--- src/reclk_pkg.sv ---
// shared types and constants for the reclocker output control
package reclk_pkg;

    localparam int REF_HZ = 27000000;
    localparam int SYS_HZ = 200000000;
    // one reference period in system cycles, rounded down
    localparam int REF_PERIOD_CYC = SYS_HZ / REF_HZ;
    // lock loss after an input change, longest time in microseconds
    localparam int LOCK_DROP_US = 1000;
    localparam int LOCK_DROP_CYC = LOCK_DROP_US * (SYS_HZ / 1000000);
    // acquisition window in microseconds
    localparam int ACQ_US = 15000;
    localparam int ACQ_CYC = ACQ_US * (SYS_HZ / 1000000);
    localparam int CNT_W = 22;

    localparam logic [1:0] SEL_IN0 = 2'h0;
    localparam logic [1:0] SEL_IN1 = 2'h1;
    localparam logic [1:0] SEL_IN2 = 2'h2;
    localparam logic [1:0] SEL_IN3 = 2'h3;
    localparam logic SEL_RESET = 1'h0;
    localparam logic CLOCK_MODE_RESET = 1'h0;

    // measured rate classes from the rate detector
    typedef enum logic [2:0] {
        RATE_NONE,
        RATE_SD_270,
        RATE_HD_1483,
        RATE_HD_1485,
        RATE_3G_2967,
        RATE_3G_2970,
        RATE_UNSUPPORTED,
        RATE_HARMONIC
    } rate_class_type;

    typedef struct packed {
        logic p;
        logic n;
    } diff_pair_type;

    typedef struct packed {
        logic [1:0] select;
        logic clock_mode;
        logic force_bypass;
        logic mute_n;
    } ctrl_type;

    typedef struct packed {
        logic locked;
        logic bypass;
        logic sd_rate;
        logic aux_clock_valid;
    } status_type;

    // reset: both pairs muted, status shows bypass only
    localparam diff_pair_type PAIR_MUTED = 2'h1;
    localparam status_type STATUS_RESET = 4'h4;

endpackage : reclk_pkg

--- src/retime_stage.sv ---
// one-bit retiming flop pair producing retimed data and its clock phase
`timescale 1ns/1ps
module retime_stage
    import reclk_pkg::*;
(
    // clock and reset
    input wire logic sys_clk,
    input wire logic resetn,
    // stream
    input wire logic data_in,
    output logic data_out,
    output logic clock_out
);

    typedef struct packed {
        logic data;
        logic phase;
    } retime_state_type;

    retime_state_type state;
    retime_state_type next_state;

    always_comb begin
        next_state = state;
        next_state.data = data_in;
        // clock toggles on the same edge that launches data, so it rises every second bit
        next_state.phase = ~state.phase;
    end

    always_ff @(posedge sys_clk or negedge resetn) begin
        if (!resetn) begin
            state <= '0;
        end else begin
            state <= next_state;
        end
    end

    assign data_out = state.data;
    assign clock_out = state.phase;

endmodule : retime_stage

--- src/sdi_reclocker_output_control.sv ---
// input selection, retime/bypass choice and output muting of the reclocker
`timescale 1ns/1ps
module sdi_reclocker_output_control
    import reclk_pkg::*;
(
    // clock and reset
    input wire logic sys_clk,
    input wire logic resetn,
    // serial inputs, already equalized
    input wire logic [3:0] serial_inputs,
    // control pins
    input wire logic input_select_lsb,
    input wire logic input_select_msb,
    input wire logic aux_clock_mode_select,
    input wire logic force_bypass,
    input wire logic output_mute_n,
    // rate detector result for the selected input
    input wire rate_class_type detected_rate,
    input wire logic asi_stream,
    // outputs
    output diff_pair_type primary_serial_output,
    output diff_pair_type aux_serial_output,
    output status_type status
);

    typedef enum logic [1:0] {
        ST_UNLOCKED,
        ST_ACQUIRE,
        ST_LOCKED
    } lock_state_type;

    typedef struct packed {
        lock_state_type lock;
        logic [CNT_W-1:0] count;
        logic [1:0] select;
        rate_class_type rate;
        diff_pair_type primary;
        diff_pair_type aux;
        status_type stat;
    } ctrl_state_type;

    ctrl_state_type state;
    ctrl_state_type next_state;

    logic [1:0] select_code;
    logic chosen_bit;
    logic retimed_bit;
    logic retimed_clock;
    logic supported;
    logic bypass_now;
    logic aux_is_clock;
    logic out_bit;
    logic aux_bit;

    // supported rate classes; asi is carried at the sd rate
    function automatic logic rate_supported(input rate_class_type r);
        rate_supported = (r == RATE_SD_270) || (r == RATE_HD_1483) || (r == RATE_HD_1485)
            || (r == RATE_3G_2967) || (r == RATE_3G_2970);
    endfunction : rate_supported

    function automatic diff_pair_type drive_pair(input logic bit_val, input logic mute);
        drive_pair.p = mute ? 1'h0 : bit_val;
        drive_pair.n = mute ? 1'h1 : ~bit_val;
    endfunction : drive_pair

    // open pins read as low through the pulls, so code 00 and data mode are the defaults
    assign select_code = {input_select_msb, input_select_lsb};
    // the equalizers are fixed, no configuration path exists here
    assign chosen_bit = serial_inputs[select_code];

    retime_stage u_retime (
        .sys_clk(sys_clk),
        .resetn(resetn),
        .data_in(chosen_bit),
        .data_out(retimed_bit),
        .clock_out(retimed_clock)
    );

    // harmonics and unsupported rates never count as supported
    assign supported = rate_supported(detected_rate) && !(asi_stream
        && (detected_rate != RATE_SD_270));
    assign bypass_now = force_bypass || (state.lock != ST_LOCKED);
    assign aux_is_clock = aux_clock_mode_select;

    // bypass passes the chosen input straight through, unretimed
    assign out_bit = bypass_now ? chosen_bit : retimed_bit;
    // clock is the retimer phase, which toggles every cycle whatever the rate
    assign aux_bit = aux_is_clock ? retimed_clock : out_bit;

    always_comb begin
        next_state = state;
        next_state.select = select_code;
        next_state.rate = detected_rate;
        unique case (state.lock)
            ST_UNLOCKED: begin
                next_state.count = '0;
                if (!force_bypass && supported) begin
                    next_state.lock = ST_ACQUIRE;
                end
            end
            ST_ACQUIRE: begin
                next_state.count = state.count + CNT_W'(1);
                if (force_bypass || !supported || detected_rate != state.rate
                        || select_code != state.select) begin
                    next_state.lock = ST_UNLOCKED;
                end else if (state.count >= CNT_W'(REF_PERIOD_CYC)) begin
                    next_state.lock = ST_LOCKED;
                end
            end
            ST_LOCKED: begin
                next_state.count = '0;
                // input change or rate change drops lock at once
                if (force_bypass || !supported || detected_rate != state.rate
                        || select_code != state.select) begin
                    next_state.lock = ST_UNLOCKED;
                end
            end
        endcase
        // mute overrides bypass and every mode
        next_state.primary = drive_pair(out_bit, !output_mute_n);
        next_state.aux = drive_pair(aux_bit,
            !output_mute_n || (aux_is_clock && bypass_now));
        next_state.stat.locked = (next_state.lock == ST_LOCKED) && !force_bypass;
        next_state.stat.bypass = force_bypass || (next_state.lock != ST_LOCKED);
        // sd flag only meaningful while locked, reads hd otherwise
        next_state.stat.sd_rate = (next_state.lock == ST_LOCKED)
            && (detected_rate == RATE_SD_270);
        // far side must ignore aux clock when this is low
        next_state.stat.aux_clock_valid = aux_is_clock && !next_state.stat.bypass
            && output_mute_n;
    end

    always_ff @(posedge sys_clk or negedge resetn) begin
        if (!resetn) begin
            state.lock <= ST_UNLOCKED;
            state.count <= '0;
            state.select <= {2{SEL_RESET}};
            state.rate <= RATE_NONE;
            state.primary <= PAIR_MUTED;
            state.aux <= PAIR_MUTED;
            state.stat <= STATUS_RESET;
        end else begin
            state <= next_state;
        end
    end

    assign primary_serial_output = state.primary;
    assign aux_serial_output = state.aux;
    assign status = state.stat;

endmodule : sdi_reclocker_output_control

--- config.mk ---
export PLATFORM = sky130hd
export DESIGN_NAME = sdi_reclocker_output_control
export DESIGN_NICKNAME = d
export VERILOG_FILES = /design/src/reclk_pkg.sv /design/src/retime_stage.sv /design/src/sdi_reclocker_output_control.sv
export SDC_FILE = /design/constraint.sdc
export NUM_CORES = 1
export LEC_CHECK = 0
export ABC_AREA = 1
export BUFFER_PORTS_ARGS = -buffer_cell sky130_fd_sc_hd__buf_2
export CAP_MARGIN = 5
export CORE_ASPECT_RATIO = 1.4
export CORE_UTILIZATION = 25
export CTS_CLUSTER_DIAMETER = 120
export DETAILED_ROUTE_END_ITERATION = 10
export PLACE_DENSITY = 0.38
export SYNTH_ARGS = -nofsm -noshare
export SYNTH_HDL_FRONTEND = slang
export SYNTH_HIERARCHICAL = 1
export SYNTH_SLANG_ARGS = --single-unit
--- constraint.sdc ---
create_clock -name sys_clk -period 1.65 [get_ports sys_clk]
set_input_delay 0.33 -clock sys_clk [delete_from_list [all_inputs] [get_ports sys_clk]]
set_output_delay 0.33 -clock sys_clk [all_outputs]
set_load 0.005 [all_outputs]
* Word-level counts from Yosys, hierarchy flattened
Index checks and enable logic that the tools add are counted.
** Word-level totals
- Register bits after elaboration :: 39
- Output and inout port bits :: 8
- Word-level logic and storage cells :: 70
** Operators by class
- $add $sub $neg :: 1
- $lt $le $gt $ge :: 2
- Eq/ne operators :: 13
- Multiplexer cells :: 13
- Bitwise operators :: 3
- Reductions and logical operators :: 24
** Operators by type and width (count)
- $pmux W24 S3 :: 1
- $add A22 B1 Y22 const B :: 1
- $ge A22 B3 Y1 const B :: 1
- $logic_or A1 B1 Y1 :: 10
- $logic_and A1 B1 Y1 :: 8
- $mux W2 :: 4
- $mux W1 :: 7
- $eq A3 B2 Y1 const B :: 2
- $eq A3 B3 Y1 const B :: 2
- $logic_not A1 Y1 :: 5
- $eq A2 B2 Y1 const B :: 2
- $ne A2 B2 Y1 const B :: 2
- $eq A3 B1 Y1 const B :: 1
- $lt A2 B3 Y1 const B :: 1
- $ne A3 B1 Y1 const B :: 1
- $ne A3 B3 Y1 :: 1
- $not A1 Y1 :: 3
- $bmux W1 S2 :: 1
- $eq A2 B1 Y1 const B :: 1
- $logic_not A2 Y1 :: 1
- $ne A2 B2 Y1 :: 1

* Longest topological paths before layout
- Depth in word-level cells :: 17
- Depth in mapped cells :: 12

* By module
Netlist, hierarchy kept.
** By module, submodules not included
- sdi_reclocker_output_control :: times used 1, cells an instance 256, area each 1971.9 µm², sequential area each 929.6 µm²
- retime_stage :: times used 1, cells an instance 3, area each 53.8 µm², sequential area each 50.0 µm²

* Worst setup path before layout
No wires, ideal clock.
- Kind :: flip-flop to flip-flop
- From :: register state[13] (netlist bit)
- To :: register state[31] (netlist bit)
- Arrival time :: 1.319 ns
- Data required time :: 1.531 ns
- Path slack :: 0.212 ns
- Cell stages (with the launch flop) :: 11
- Buffers on the path :: 0
- Period minus slack after synthesis :: 1.438 ns
- Cells stage by stage :: dfrtp_1 -> ha_1 -> nand2_1 -> inv_1 -> nand3_2 -> inv_2 -> nand3_2 -> nor3b_2 -> nand3_1 -> nand2_1 -> nor2_1
** RTL lines
- start: declaration :: RTL line sdi_reclocker_output_control.sv:42 : ctrl_state_type state;
- start signal: assignment :: RTL line sdi_reclocker_output_control.sv:143 : state <= next_state;

==> summary.md <==
| Metric | Value |
|---|---|
| R2R depth | `10` |
| Period Utilization, post-route | `0.922` |
| Max FO, Critical Path | `4` |
| Clock sink total | `39` |
| Initial Utilization | `0.260` |
| Post-route DRC | `0` |
| Critical path class | `flip-flop to flip-flop` |
| Vias in the first global route | `1,674` |
| First-pass DRT Iterations | `4` |
| CTS tree | `done` |
| Fin. Hold Viols | `7` |
| Final Slew Violations | `0` |
| Fin crit period | `roughly 1500 ps` |
| Total gr overflow | `0` |
| Routed WL | `roughly 4600 um` |
| Area grow syn2layout | `19.8%` |
| Clock slew seen by the registers of the worst setup and hold paths | `80 ps` |
| DR iter-0 viols | `40` |
| Fin Hold WS | `-2.26 ps` |
| Post-route cell area | `between 0.002 and 0.0025 mm2` |
| Fraction of layout cells with a size suffix above 1 | `0.221` |
| Synth warn | `6` |
| Via count | `1,653` |
| RSZ-0062 raised after global routing | `true` |
| Port Buffers | `22` |
| Die height | `109 um` |
| Cell Area, Placed | `between 0.002 and 0.0025 mm2` |
| Area contributors post-synth | `dfrtp_1 (44%), nand2_1 (11%), inv_1 (8.3%)` |
| Worst-Margin Slew | `around 260 ps` |
| # setup viols final | `0` |
| Commonest non-fill, non-tap cell in the layout | `nand2_1` |
| Worst setup SP type | `flip-flop` |
| Fin nets | `307` |
| Die ar. | `between 0.008 and 0.009 mm2` |
| Unique masters post-synth | `28` |
| PD cells | `a little over 900 mW/mm2` |
| Via density | `4.24` |
| Initial antenna violation count | `0` |
| CTS Buf Count | `5` |
| Fillcell total | `between 800 and 900` |
| Setup WS pre-CTS | `63.0 ps` |
| Gpl congestion | `~0.75` |
| CP arrival | `about 1700 ps` |
| Worst min path class | `input port to asynchronous set/reset pin` |
| Mapped Area | `just over 0.002 mm2` |
| Horiz. Die Dim | `approximately 78 um` |
| Required @ worst endpoint | `1840 ps` |
| Post-DP HPWL | `about 3500 um` |
| Setup TNS Final | `0 ps` |
| Pin count of the biggest net entering global routing | `40` |
| Ant. Diodes | `0` |
| Failing checks | `negative hold slack` |
| Layout Skew | `2.22 ps` |
| MaxCap Viol Count | `0` |
| Max clock buf depth | `2` |
| Post-route ant nets | `0` |
| Core area | `approximately 0.0078 mm2` |
| Root buf cell | `clkbuf_8` |
| Sequential fraction of the synthesis area | `0.484` |
| Post-Syn Instances | `259` |
| CTS H-tree lvls | `2` |
| Yosys top cell area share | `0.445` |
| Synthesized flop and latch total | `39` |
| Syn Nets | `between 200 and 300` |
| Yosys top cell by area | `dfrtp_1` |
| First-pass GRT wire length | `7920 um` |
| Clock latency reported for the late side of the worst-skew pair | `between 200 and 300 ps` |
| Status | `finished, violations left` |
| Hold Buf Count CTS | `0` |
| Syn_area_per_cell | `roughly 7.8 um2` |
| GR Util All Layers | `0.122` |
| FP Rows | `38` |
| Setup ws final | `between 100 and 150 ps` |
| Leakage power | `around 0.0012 uW` |
| VDD IR-drop max | `about 330 uV` |
| Worst setup EP type | `flip-flop` |
| Io pins | `23` |
| Fmax | `658 MHz` |
| Avg WL per Cell | `between 10 and 15 um` |
| Most frequent cells in the layout | `nand2_1 (59), inv_1 (43), dfrtp_1 (35)` |
| Relative slew slack | `0.830` |
Yosys cell counts:
library cell and number:
inv_2 2, nand3_1 15, or2_1 1, o21ai_0 9, a21boi_0 1, nor2_1 32
nand3_2 2, nor2_2 4, dfrtp_1 36, o221ai_1 1, buf_4 8, xnor2_1 2
nor4_1 1, dfstp_2 3, nand2_1 59, nand4_1 4, o21ai_1 2, inv_1 45
a21oi_1 17, ha_1 3, nor3_2 1, buf_6 1, nand2_2 1, nand4_2 1
nor3_1 4, o21a_1 2, nor2_4 1, nor3b_2 1
where the power goes:
group          internal [uW]  switching, uW
Clock                    490            351
Combinational            135            211
Sequential              1000           22.9
Total                   1630            586
layout make-up:
class	count	area (um2)	share of cell area
Inverter	47	176	0.0727
Clock buffer	6	82.6	0.0340
Timing Repair Buffer	32	198	0.0814
Tap cell	100	125	0.0515
Clock inverter	2	35.0	0.0144
Multi-Input combinational cell	164	830	0.342
Sequential cell	39	981	0.404
layer usage:
| metal | track usage | wire length, um | up-vias |
|---|---|---|---|
| met5 | 0 | 0 | - |
| met3 | 0.0287 | 140 | 5 |
| met4 | 0.0397 | 57 | 0 |
| met2 | 0.233 | 2520 | 31 |
| li1 | - | - | 857 |
| met1 | 0.131 | 1860 | 760 |
cells by family (layout without fill, tap and decap cells):
family,count (synthesis),in the layout,synth area share
xor gates and xnor gates,2,2,0.00865
DFF,39,39,0.484
buffers and inverters,56,87,0.122
AOI/OAI and AO/OA,32,32,0.0846
and+or+nand+nor,127,127,0.282
adders and majority gates,3,3,0.0185
final timing paths:
check                                   start                 end  slack (ps)
setup reg to reg                    state[13]           state[31]         130
hold / removal                         resetn           state[24]          -2
min in group sys_clk         detected_rate[2]           state[10]         180
max in group asynchronous              resetn           status[2]        1390
hold reg to reg            u_retime/clock_out  u_retime/clock_out         430
setup / recovery                    state[13]           state[31]         130
state kept, by name, indices dropped and copies added, names as in the netlist:
| name | cells |
|---|---|
| primary_serial_output | 2 |
| status | 4 |
| u_retime/data_out | 1 |
| aux_serial_output | 2 |
| state | 29 |
| u_retime/clock_out | 1 |
worst max-delay path, cell delays in order (launching register included):
cell     delay [ps]
dfrtp_1         380
ha_1            170
nand2_1          80
inv_2            80
nand3_2         130
inv_2            90
nand3_2          60
nor3b_2         230
nand3_1         100
nand2_1          70
nor2_1           30
what timing repair did:
| action | CTS | global route |
|---|---|---|
| setup buffers | 0 | 4 |
| gates resized for setup | 0 | 10 |
| setup endpoints to repair | 0 | 10 |
per-stage QoR:
stage | util | cells | power [uW]
6_report | 0.311 | 390 | 2210
2_1_floorplan | - | 259 | 1240
4_1_cts | 0.303 | 386 | 2220
3_3_place_gp | 0.288 | 378 | 1360
5_1_grt | 0.311 | 390 | 2330
3_5_place_dp | 0.288 | 378 | 1360
Power figures use the tool's default switching activity.
